### config.mk
export PLATFORM = sky130hd
export DESIGN_NAME = tmr8_core
export DESIGN_NICKNAME = d
export VERILOG_FILES = /design/src/tmr8_wave.v /design/src/tmr8_core.v
export VERILOG_INCLUDE_DIRS = /design/src
export SDC_FILE = /design/constraint.sdc
export NUM_CORES = 1
export LEC_CHECK = 0
export BUFFER_PORTS_ARGS = -buffer_cell sky130_fd_sc_hd__buf_4
export CAP_MARGIN = 20
export CORE_UTILIZATION = 60
export CTS_BUF_LIST = sky130_fd_sc_hd__clkbuf_8
export DETAILED_ROUTE_END_ITERATION = 10
export PLACE_DENSITY = 0.83
export REMOVE_ABC_BUFFERS = 1
export SETUP_SLACK_MARGIN = 0.5
export SYNTH_ARGS = -nofsm -noshare
export SYNTH_HDL_FRONTEND = slang
export SYNTH_SLANG_ARGS = --single-unit
### constraint.sdc
create_clock -name sys_clk -period 3.5 [get_ports sys_clk]
set_input_delay 0.7 -clock sys_clk [delete_from_list [all_inputs] [get_ports sys_clk]]
set_output_delay 0.7 -clock sys_clk [all_outputs]
set_load 0.01 [all_outputs]
### src/tmr8_defines.vh
`ifndef TMR8_DEFINES_VH
`define TMR8_DEFINES_VH

// ****************************************
// register offsets (byte index on the plain port)
// ****************************************
`define TMR8_ADDR_W            3
`define TMR8_OFF_CONTROL       3'h0
`define TMR8_OFF_CLKSEL        3'h1
`define TMR8_OFF_COUNTER       3'h2
`define TMR8_OFF_COMPARE       3'h3
`define TMR8_OFF_IRQ_FLAG      3'h4
`define TMR8_OFF_IRQ_MASK      3'h5
`define TMR8_OFF_ASYNC         3'h6

// ****************************************
// field positions
// ****************************************
`define TMR8_WGM_LSB           0
`define TMR8_WGM_MSB           1
`define TMR8_COM_LSB           4
`define TMR8_COM_MSB           5
`define TMR8_CS_LSB            0
`define TMR8_CS_MSB            2
`define TMR8_BIT_OVF           0
`define TMR8_BIT_CMP           1
`define TMR8_BIT_ASYNC_SEL     3
`define TMR8_BIT_EXT_CLK       4
`define TMR8_BIT_CNT_BUSY      2

// ****************************************
// reset values
// ****************************************
`define TMR8_RST_CONTROL       8'h00
`define TMR8_RST_CLKSEL        3'h0
`define TMR8_RST_COUNTER       8'h00
`define TMR8_RST_COMPARE       8'h00
`define TMR8_RST_FLAGS         2'h0
`define TMR8_RST_MASK          2'h0
`define TMR8_RST_ASYNC         2'h0

// ****************************************
// count limits and modes
// ****************************************
`define TMR8_BOTTOM            8'h00
`define TMR8_MAX               8'hFF
`define TMR8_WGM_NORMAL        2'h0
`define TMR8_WGM_PHASE_PWM     2'h1
`define TMR8_WGM_CTC           2'h2
`define TMR8_WGM_FAST_PWM      2'h3
`define TMR8_COM_NONE          2'h0
`define TMR8_COM_TOGGLE        2'h1
`define TMR8_COM_CLEAR         2'h2
`define TMR8_COM_SET           2'h3
`define TMR8_CS_STOP           3'h0
`define TMR8_PRE_W             10

`endif

### src/tmr8_wave.v
`timescale 1ns/10ps
`include "tmr8_defines.vh"

module tmr8_wave (
    input  wire       sys_clk,
    input  wire       rst_b,
    input  wire       tick,
    input  wire       match_evt,
    input  wire       at_max,
    input  wire       at_bottom,
    input  wire       count_down,
    input  wire [1:0] waveform_mode_field,
    input  wire [1:0] compare_output_mode,
    output wire       oc_state
);

    // ****************************************
    // compare output state
    // ****************************************
    reg  oc_reg;
    reg  oc_next;

    always @* begin
        oc_next = oc_reg;
        case (waveform_mode_field)
            `TMR8_WGM_NORMAL, `TMR8_WGM_CTC: begin
                // non-pwm: act only on a match
                if (match_evt) begin
                    case (compare_output_mode)
                        `TMR8_COM_TOGGLE: oc_next = ~oc_reg;
                        `TMR8_COM_CLEAR:  oc_next = 1'b0;
                        `TMR8_COM_SET:    oc_next = 1'b1;
                        default:          oc_next = oc_reg;
                    endcase
                end
            end
            `TMR8_WGM_FAST_PWM: begin
                // match edge first, bottom restarts the period
                if (compare_output_mode[1]) begin
                    if (match_evt) begin
                        oc_next = compare_output_mode[0];
                    end else if (tick && at_bottom) begin
                        oc_next = ~compare_output_mode[0];
                    end
                end
            end
            `TMR8_WGM_PHASE_PWM: begin
                // direction picks the edge; max alone leaves the level
                if (compare_output_mode[1] && match_evt && !at_max) begin
                    oc_next = compare_output_mode[0] ^ count_down;
                end
            end
            default: oc_next = oc_reg;
        endcase
    end

    always @(posedge sys_clk or negedge rst_b) begin
        if (!rst_b) begin
            oc_reg <= 1'b0;
        end else begin
            oc_reg <= oc_next;
        end
    end

    assign oc_state = oc_reg;

endmodule

### src/tmr8_core.v
`timescale 1ns/10ps
`include "tmr8_defines.vh"

// Behaviour
// - counter and compare value are 8-bit, readable and writable registers
// - every interrupt request shows in the flag register, gated by mask bits
// - clock select zero stops the tick; counter holds
// - tick from io clock, or crystal oscillator / crystal pin when async selected
// - 0x00 is bottom, 0xFF is maximum
// - top is 0xFF or the compare value depending on mode
// - each tick clears, increments or decrements by mode and direction
// - counter readable and writable whether or not the tick runs
// - software write to counter beats a coincident clear or count
// - two-bit waveform mode field picks the count sequence
// - overflow flag set per mode, usable as interrupt source
// - bottom indication at zero, top indication at maximum, or at compare match in ctc mode
// - compare every cycle; match sets compare flag on next tick
// - compare flag with enable bit set raises compare request
// - compare flag clears when its interrupt is executed
// - writing one to compare flag position clears it
// - waveform generator drives compare output from match, mode and output mode
// - waveform generator uses max and bottom for extreme values
// - normal mode counts up, wraps 0xFF to 0x00, overflow when zero
// - ctc mode clears counter on compare match
// - any counter write blocks compare matches on the next tick
// - output mode zero takes no action on the compare output
module tmr8_core (
    input  wire                    sys_clk,
    input  wire                    rst_b,
    input  wire [`TMR8_ADDR_W-1:0] reg_addr,
    input  wire [7:0]              reg_wdata,
    input  wire                    reg_wr,
    input  wire                    reg_rd,
    output wire [7:0]              reg_rdata,
    input  wire                    crystal_in_pin,
    input  wire                    crystal_osc_clk,
    input  wire                    overflow_irq_ack,
    input  wire                    compare_irq_ack,
    output wire                    overflow_irq,
    output wire                    compare_irq,
    output wire                    compare_output_pin,
    output wire                    compare_output_override,
    output wire                    count_at_top,
    output wire                    count_at_bottom
);

    // ****************************************
    // helpers
    // ****************************************
    // prescaler tap for each clock select value; one table keeps taps in one place
    function tmr8_tap;
        input [2:0]             cs;
        input [`TMR8_PRE_W-1:0] pre;
        begin
            case (cs)
                3'h1:    tmr8_tap = 1'b1;
                3'h2:    tmr8_tap = &pre[2:0];
                3'h3:    tmr8_tap = &pre[4:0];
                3'h4:    tmr8_tap = &pre[5:0];
                3'h5:    tmr8_tap = &pre[6:0];
                3'h6:    tmr8_tap = &pre[7:0];
                3'h7:    tmr8_tap = &pre[9:0];
                default: tmr8_tap = 1'b0;
            endcase
        end
    endfunction

    function tmr8_is_pwm;
        input [1:0] mode;
        begin
            tmr8_is_pwm = (mode == `TMR8_WGM_PHASE_PWM) || (mode == `TMR8_WGM_FAST_PWM);
        end
    endfunction

    // ****************************************
    // registers
    // ****************************************
    reg  [7:0]             timer_control_reg;
    reg  [2:0]             clock_select_reg;
    reg  [7:0]             counter_value_reg;
    reg  [7:0]             counter_value_next;
    reg  [7:0]             compare_value_reg;
    reg  [7:0]             compare_buffer_reg;
    reg  [1:0]             irq_flag_reg;
    reg  [1:0]             irq_mask_reg;
    reg  [1:0]             async_status_reg;
    reg                    count_down_reg;
    reg                    count_down_next;
    reg                    block_reg;
    reg  [`TMR8_PRE_W-1:0] prescale_reg;
    reg  [7:0]             rdata_reg;
    reg  [7:0]             rdata_next;

    // crystal synchronisers: stage one feeds only stage two
    reg                    xpin_s1_reg;
    reg                    xpin_s2_reg;
    reg                    xpin_s3_reg;
    reg                    xosc_s1_reg;
    reg                    xosc_s2_reg;
    reg                    xosc_s3_reg;

    wire [1:0]             waveform_mode_field;
    wire [1:0]             compare_output_mode;
    wire [2:0]             clock_select_field;
    wire                   async_clock_select;
    wire                   ext_clock_select;
    wire                   compare_irq_enable;
    wire                   overflow_irq_enable;
    wire                   wr_control;
    wire                   wr_clksel;
    wire                   wr_counter;
    wire                   wr_compare;
    wire                   wr_flag;
    wire                   wr_mask;
    wire                   wr_async;
    wire                   xpin_rise;
    wire                   xosc_rise;
    wire                   src_pulse;
    wire                   timer_tick;
    wire                   at_max;
    wire                   at_bottom;
    wire                   match;
    wire                   match_evt;
    wire                   ctc_clear;
    wire                   overflow_evt;
    wire                   buffer_load;
    wire                   oc_state;

    assign waveform_mode_field = timer_control_reg[`TMR8_WGM_MSB:`TMR8_WGM_LSB];
    assign compare_output_mode = timer_control_reg[`TMR8_COM_MSB:`TMR8_COM_LSB];
    assign clock_select_field  = clock_select_reg;
    assign async_clock_select  = async_status_reg[0];
    assign ext_clock_select    = async_status_reg[1];
    assign overflow_irq_enable = irq_mask_reg[`TMR8_BIT_OVF];
    assign compare_irq_enable  = irq_mask_reg[`TMR8_BIT_CMP];

    // ****************************************
    // address decode
    // ****************************************
    assign wr_control = reg_wr && (reg_addr == `TMR8_OFF_CONTROL);
    assign wr_clksel  = reg_wr && (reg_addr == `TMR8_OFF_CLKSEL);
    assign wr_counter = reg_wr && (reg_addr == `TMR8_OFF_COUNTER);
    assign wr_compare = reg_wr && (reg_addr == `TMR8_OFF_COMPARE);
    assign wr_flag    = reg_wr && (reg_addr == `TMR8_OFF_IRQ_FLAG);
    assign wr_mask    = reg_wr && (reg_addr == `TMR8_OFF_IRQ_MASK);
    assign wr_async   = reg_wr && (reg_addr == `TMR8_OFF_ASYNC);

    // ****************************************
    // clock source and tick
    // ****************************************
    always @(posedge sys_clk or negedge rst_b) begin
        if (!rst_b) begin
            xpin_s1_reg <= 1'b0;
            xpin_s2_reg <= 1'b0;
            xpin_s3_reg <= 1'b0;
            xosc_s1_reg <= 1'b0;
            xosc_s2_reg <= 1'b0;
            xosc_s3_reg <= 1'b0;
        end else begin
            xpin_s1_reg <= crystal_in_pin;
            xpin_s2_reg <= xpin_s1_reg;
            xpin_s3_reg <= xpin_s2_reg;
            xosc_s1_reg <= crystal_osc_clk;
            xosc_s2_reg <= xosc_s1_reg;
            xosc_s3_reg <= xosc_s2_reg;
        end
    end

    assign xpin_rise = xpin_s2_reg && !xpin_s3_reg;
    assign xosc_rise = xosc_s2_reg && !xosc_s3_reg;

    // crystal must run below half the io clock or edges are lost
    assign src_pulse = !async_clock_select ? 1'b1 :
                       (ext_clock_select ? xpin_rise : xosc_rise);

    always @(posedge sys_clk or negedge rst_b) begin
        if (!rst_b) begin
            prescale_reg <= {`TMR8_PRE_W{1'b0}};
        end else if (clock_select_field == `TMR8_CS_STOP) begin
            prescale_reg <= {`TMR8_PRE_W{1'b0}};
        end else if (src_pulse) begin
            prescale_reg <= prescale_reg + 1'b1;
        end
    end

    // stop select yields no tick at all
    assign timer_tick = src_pulse && tmr8_tap(clock_select_field, prescale_reg);

    // ****************************************
    // counter unit
    // ****************************************
    assign at_max    = (counter_value_reg == `TMR8_MAX);
    assign at_bottom = (counter_value_reg == `TMR8_BOTTOM);
    assign count_at_top    = (waveform_mode_field == `TMR8_WGM_CTC) ? match : at_max;
    assign count_at_bottom = at_bottom;

    // comparator runs every cycle
    assign match     = (counter_value_reg == compare_value_reg);
    // a counter write blocks the match of the following tick, even when stopped
    assign match_evt = timer_tick && match && !block_reg && !wr_counter;
    assign ctc_clear = (waveform_mode_field == `TMR8_WGM_CTC) && match && !block_reg;

    always @* begin
        counter_value_next = counter_value_reg;
        count_down_next    = count_down_reg;
        if (timer_tick) begin
            case (waveform_mode_field)
                `TMR8_WGM_NORMAL, `TMR8_WGM_FAST_PWM: begin
                    counter_value_next = counter_value_reg + 8'h01;
                    count_down_next    = 1'b0;
                end
                `TMR8_WGM_CTC: begin
                    count_down_next = 1'b0;
                    if (ctc_clear) begin
                        counter_value_next = `TMR8_BOTTOM;
                    end else begin
                        counter_value_next = counter_value_reg + 8'h01;
                    end
                end
                `TMR8_WGM_PHASE_PWM: begin
                    // turn at max and at bottom
                    if (!count_down_reg && at_max) begin
                        count_down_next    = 1'b1;
                        counter_value_next = counter_value_reg - 8'h01;
                    end else if (count_down_reg && at_bottom) begin
                        count_down_next    = 1'b0;
                        counter_value_next = counter_value_reg + 8'h01;
                    end else if (count_down_reg) begin
                        counter_value_next = counter_value_reg - 8'h01;
                    end else begin
                        counter_value_next = counter_value_reg + 8'h01;
                    end
                end
                default: counter_value_next = counter_value_reg;
            endcase
        end
        if (wr_counter) begin
            counter_value_next = reg_wdata;
        end
    end

    // overflow: wrap to zero, or turnaround at bottom in phase pwm
    assign overflow_evt = timer_tick && !wr_counter &&
                          ((waveform_mode_field == `TMR8_WGM_PHASE_PWM) ?
                           (count_down_reg && at_bottom) : at_max);

    // double buffer: phase pwm loads at max, fast pwm at the wrap to bottom
    assign buffer_load = timer_tick &&
                         (((waveform_mode_field == `TMR8_WGM_PHASE_PWM) && at_max) ||
                          ((waveform_mode_field == `TMR8_WGM_FAST_PWM) && at_max));

    always @(posedge sys_clk or negedge rst_b) begin
        if (!rst_b) begin
            counter_value_reg  <= `TMR8_RST_COUNTER;
            count_down_reg     <= 1'b0;
            block_reg          <= 1'b0;
        end else begin
            counter_value_reg  <= counter_value_next;
            count_down_reg     <= count_down_next;
            if (wr_counter) begin
                block_reg <= 1'b1;
            end else if (timer_tick) begin
                block_reg <= 1'b0;
            end
        end
    end

    // ****************************************
    // control, compare and async registers
    // ****************************************
    always @(posedge sys_clk or negedge rst_b) begin
        if (!rst_b) begin
            timer_control_reg  <= `TMR8_RST_CONTROL;
            clock_select_reg   <= `TMR8_RST_CLKSEL;
            compare_value_reg  <= `TMR8_RST_COMPARE;
            compare_buffer_reg <= `TMR8_RST_COMPARE;
            irq_mask_reg       <= `TMR8_RST_MASK;
            async_status_reg   <= `TMR8_RST_ASYNC;
        end else begin
            if (wr_control) begin
                timer_control_reg <= reg_wdata & 8'h33;
            end
            if (wr_clksel) begin
                clock_select_reg <= reg_wdata[`TMR8_CS_MSB:`TMR8_CS_LSB];
            end
            if (wr_compare) begin
                compare_buffer_reg <= reg_wdata;
            end
            // direct access outside pwm, buffered copy inside it
            if (wr_compare && !tmr8_is_pwm(waveform_mode_field)) begin
                compare_value_reg <= reg_wdata;
            end else if (buffer_load) begin
                compare_value_reg <= compare_buffer_reg;
            end
            if (wr_mask) begin
                irq_mask_reg <= {reg_wdata[`TMR8_BIT_CMP], reg_wdata[`TMR8_BIT_OVF]};
            end
            if (wr_async) begin
                async_status_reg <= {reg_wdata[`TMR8_BIT_EXT_CLK],
                                     reg_wdata[`TMR8_BIT_ASYNC_SEL]};
            end
        end
    end

    // ****************************************
    // interrupt flags
    // ****************************************
    // a set in the same cycle as a clear wins, so no event is lost
    always @(posedge sys_clk or negedge rst_b) begin
        if (!rst_b) begin
            irq_flag_reg <= `TMR8_RST_FLAGS;
        end else begin
            if (overflow_evt) begin
                irq_flag_reg[`TMR8_BIT_OVF] <= 1'b1;
            end else if ((wr_flag && reg_wdata[`TMR8_BIT_OVF]) || overflow_irq_ack) begin
                irq_flag_reg[`TMR8_BIT_OVF] <= 1'b0;
            end
            if (match_evt) begin
                irq_flag_reg[`TMR8_BIT_CMP] <= 1'b1;
            end else if (compare_irq_ack) begin
                irq_flag_reg[`TMR8_BIT_CMP] <= 1'b0;
            end else if (wr_flag && reg_wdata[`TMR8_BIT_CMP]) begin
                irq_flag_reg[`TMR8_BIT_CMP] <= 1'b0;
            end
        end
    end

    assign overflow_irq = irq_flag_reg[`TMR8_BIT_OVF] && overflow_irq_enable;
    assign compare_irq  = irq_flag_reg[`TMR8_BIT_CMP] && compare_irq_enable;

    // ****************************************
    // read port
    // ****************************************
    always @* begin
        rdata_next = 8'h00;
        if (reg_rd) begin
            case (reg_addr)
                `TMR8_OFF_CONTROL: rdata_next = timer_control_reg;
                `TMR8_OFF_CLKSEL:  rdata_next = {5'h00, clock_select_reg};
                `TMR8_OFF_COUNTER: rdata_next = counter_value_reg;
                `TMR8_OFF_COMPARE: rdata_next = compare_buffer_reg;
                `TMR8_OFF_IRQ_FLAG: rdata_next = {6'h00, irq_flag_reg};
                `TMR8_OFF_IRQ_MASK: rdata_next = {6'h00, irq_mask_reg};
                `TMR8_OFF_ASYNC: begin
                    rdata_next[`TMR8_BIT_ASYNC_SEL] = async_clock_select;
                    rdata_next[`TMR8_BIT_EXT_CLK]   = ext_clock_select;
                    rdata_next[`TMR8_BIT_CNT_BUSY]  = block_reg;
                end
                default: rdata_next = 8'h00;
            endcase
        end
    end

    always @(posedge sys_clk or negedge rst_b) begin
        if (!rst_b) begin
            rdata_reg <= 8'h00;
        end else begin
            rdata_reg <= rdata_next;
        end
    end

    assign reg_rdata = rdata_reg;

    // ****************************************
    // waveform generator
    // ****************************************
    tmr8_wave u_wave (
        .sys_clk             (sys_clk),
        .rst_b               (rst_b),
        .tick                (timer_tick),
        .match_evt           (match_evt),
        .at_max              (at_max),
        .at_bottom           (at_bottom),
        .count_down          (count_down_reg),
        .waveform_mode_field (waveform_mode_field),
        .compare_output_mode (compare_output_mode),
        .oc_state            (oc_state)
    );

    // pin override follows any nonzero output mode, independent of waveform mode
    assign compare_output_pin      = oc_state;
    assign compare_output_override = |compare_output_mode;

endmodule

==> out/summary.txt <==
Diodes inserted - 0
CP Buf/Inv Count - 2
kind of cell adding the most delay to the critical path - simple AND/OR/NAND/NOR gates
fin area - 0.004136 sq mm
Cell Pwr Density - 640.0 mW/mm^2
Max Cap Violations - 0
Starting Density - 62.13%
Site Rows - 28
Clock Path Buffers - 2
final setup margin - 0.6129 ns
RSZ-0062 raised after global routing - no
GR Util met3 - 8.068%
Setup Crit Path Kind - flip-flop to output pin
Slowest cell on crit path - or4_4
worst slew pin tran - 0.8137 ns
Tmin final - 2.887 ns
Slew Viols, Final - 0
via count of the routed design - 3,036
Clock transition at path regs - 0.08 ns
DR DRC count - 0
# fillers - 437
dpl cells - 465
max reg flops - 10
fmax - 346.4 MHz
GR peak layer - met2
detailed-route vias per instance - 6.312
global-route wire length before repair - 14,390 um
DP Area - 0.003936 sq mm
antenna violations before repair - 0
Worst Path Arrival - 2.19 ns
Post-DRT Antenna Nets - 0
Slew HR - 45.75%
Area Overhead vs Synth - 12.45%
total CTS buffers - 9
Worst Path Required - 2.80 ns
Final Hold Fails - 0
grt total ovfl - 0
Synth Area per Inst - 9.732 sq um
Setup TNS - 0 ns
Util after Layout - 69.86%
met1 Usage GRT - 43.03%
Post-Syn Area - 0.003679 sq mm
Total Wirelength - 8971 um
CP endpoint kind - output pin
Total Power - 2.647 mW
Ys Warns - 0
grt met2 use - 44.70%
CP Cell Sequence - or4_4 -> or4b_4 -> inv_1 -> buf_4
ys async rst share - 100.0%
Hold Path Class - flip-flop to flip-flop
DP HPWL - 6185 um
CTS tree - done
Mapped Cells - 378
CTS root buffer - clkbuf_8
top_reg_cell synth - dfrtp_1
Routability Congestion - 0.9096
fin crit share - 82.49%
H-tree levels - 3
register area share after synthesis - 43.54%
die width - 80.30 um
die area - 0.006448 sq mm
input/output buffers - 32
Pre-Repair DR Iteration Count - 6
I/O Pins - 33
status - finished clean
routed len/inst - 18.65 um
R2R Setup Slk - 0.80 ns
flip-flop and latch area - 0.001604 sq mm
pre-CTS WS - 0.6871 ns
post-synthesis register bit count - 64
largest net degree at the start of global routing - 65
VDD IR-drop max - 0.0003853 V
All-Layer GR Usage - 30.40%
Multi-input gate area - 0.001949 sq mm
layout cells sized above 1 - 19.95%
CP max stage delay - 0.58 ns
CP startpoint kind - flip-flop
clock skew - 0.01214 ns
vias in the first global route - 2,882
die height - 80.30 um
clock latency on the worst-skew pair - 0.35 ns
initial DRC count - 380
Fin Hold WS - 0.3509 ns
fin cells - 481
Pleak - 1.870 nW
endpoints failing setup - 0
area of the core - 0.005921 sq mm
post-synthesis cell type count - 57
cts-stage hold buffer count - 0
clk sinks - 64
CP Max Fanout - 13
EDFF count, synth - 0
Final nets - 430
repair_timing:
| item | 4_1_cts | 5_1_grt |
|---|---|---|
| buffers inserted | 0 | 0 |
| pin swaps | 0 | 0 |
| gates resized for setup | 1 | 4 |
| setup endpoints to repair | 1 | 2 |
kinds of logic after synthesis:
logic type | count (synthesis) | share of synthesized area (%)
AOI/OAI and AO/OA | 77 | 14.83
xor gates and xnor gates | 26 | 6.191
adders and majority gates | 10 | 3.401
buffers and inverters | 36 | 3.911
DFF | 64 | 43.54
muxes | 29 | 8.810
and+or+nand+nor | 136 | 19.32
report_power, final:
group          total, mW  leakage (nW)  switching (mW)  internal (mW)
Combinational      0.867         0.985           0.451          0.416
Sequential          1.19         0.792           0.274          0.915
Clock              0.591        0.0926           0.313          0.279
Total               2.65          1.87            1.04           1.61
final timing paths:
kind	from	to	depth (start not counted)
setup reg to reg	counter_value_reg[2]$_DFFE_PN0P_	counter_value_reg[4]$_DFFE_PN0P_	6
hold reg to reg	xosc_s1_reg$_DFF_PN0_	xosc_s2_reg$_DFF_PN0_	0
min in group asynchronous	rst_b	counter_value_reg[7]$_DFFE_PN0P_	1
setup / recovery	counter_value_reg[2]$_DFFE_PN0P_	count_at_bottom	4
max in group asynchronous	rst_b	counter_value_reg[3]$_DFFE_PN0P_	1
hold / removal	xosc_s1_reg$_DFF_PN0_	xosc_s2_reg$_DFF_PN0_	0
Yosys cell counts (all sizes together) (3+ instances only):
cell type	count	area, sq um
nand4	10	62.56
o2bb2ai	4	35.03
nand3b	4	30.03
and3b	3	26.28
buf	4	23.77
o211ai	5	37.54
xor2	20	175.2
nor2	25	93.84
xnor2	6	52.55
or4	3	26.27
and2	8	50.05
nor2b	7	43.79
clkbuf	18	67.56
ha	10	125.1
and3	7	45.05
nor3	6	30.03
a21oi	12	60.06
inv	14	52.55
a31oi	7	43.79
nor4	3	18.77
o21ai	13	65.06
nand3	14	70.07
dfrtp	64	1602
mux2i	11	110.1
o22a	7	61.31
o21a	7	52.55
mux2	17	191.4
nand2	36	135.1
placed cells by master (no fill, tap or decap), types with 2 or more instances in the layout:
| cell | n |
|---|---|
| dfrtp_1 | 62 |
| nand2_1 | 36 |
| buf_4 | 34 |
| nor2_1 | 25 |
| xor2_1 | 20 |
| mux2_2 | 17 |
| inv_1 | 14 |
| nand3_1 | 14 |
| o21ai_0 | 13 |
| a21oi_1 | 12 |
| mux2i_1 | 11 |
| nand4_1 | 10 |
| ha_1 | 10 |
| clkbuf_8 | 10 |
| and2_1 | 8 |
| nor2b_1 | 7 |
| a31oi_1 | 7 |
| o22a_1 | 7 |
| o21a_1 | 7 |
| and3_1 | 6 |
| nor3_1 | 6 |
| xnor2_1 | 6 |
| o211ai_1 | 5 |
| nand3b_1 | 4 |
| o2bb2ai_1 | 4 |
| and3b_1 | 3 |
| nor3b_1 | 2 |
| a22oi_1 | 2 |
| o211a_1 | 2 |
| nor4_2 | 2 |
| or2_2 | 2 |
| nand2b_1 | 2 |
| a21o_1 | 2 |
| o31ai_1 | 2 |
| or4_1 | 2 |
| o22ai_1 | 2 |
| clkinv_4 | 2 |
| clkinv_2 | 2 |
| dfrtp_2 | 2 |
routing by layer:
metal | share of wire, % | routed length (um)
met5 | 0 | 0
met4 | 2.0 | 178
met3 | 7.8 | 703
met2 | 46 | 4151
met1 | 44 | 3938
area by class of cell:
class                      instances  area share [%]
clock buffer                      10           3.327
sequential                        64           38.78
tap                               75           2.269
multi-input combinational        278           47.13
clock inverter                     6           1.059
inverter                          14           1.270
timing repair buffer              34           6.171
Note: power is estimated with default switching activity, not from simulation.
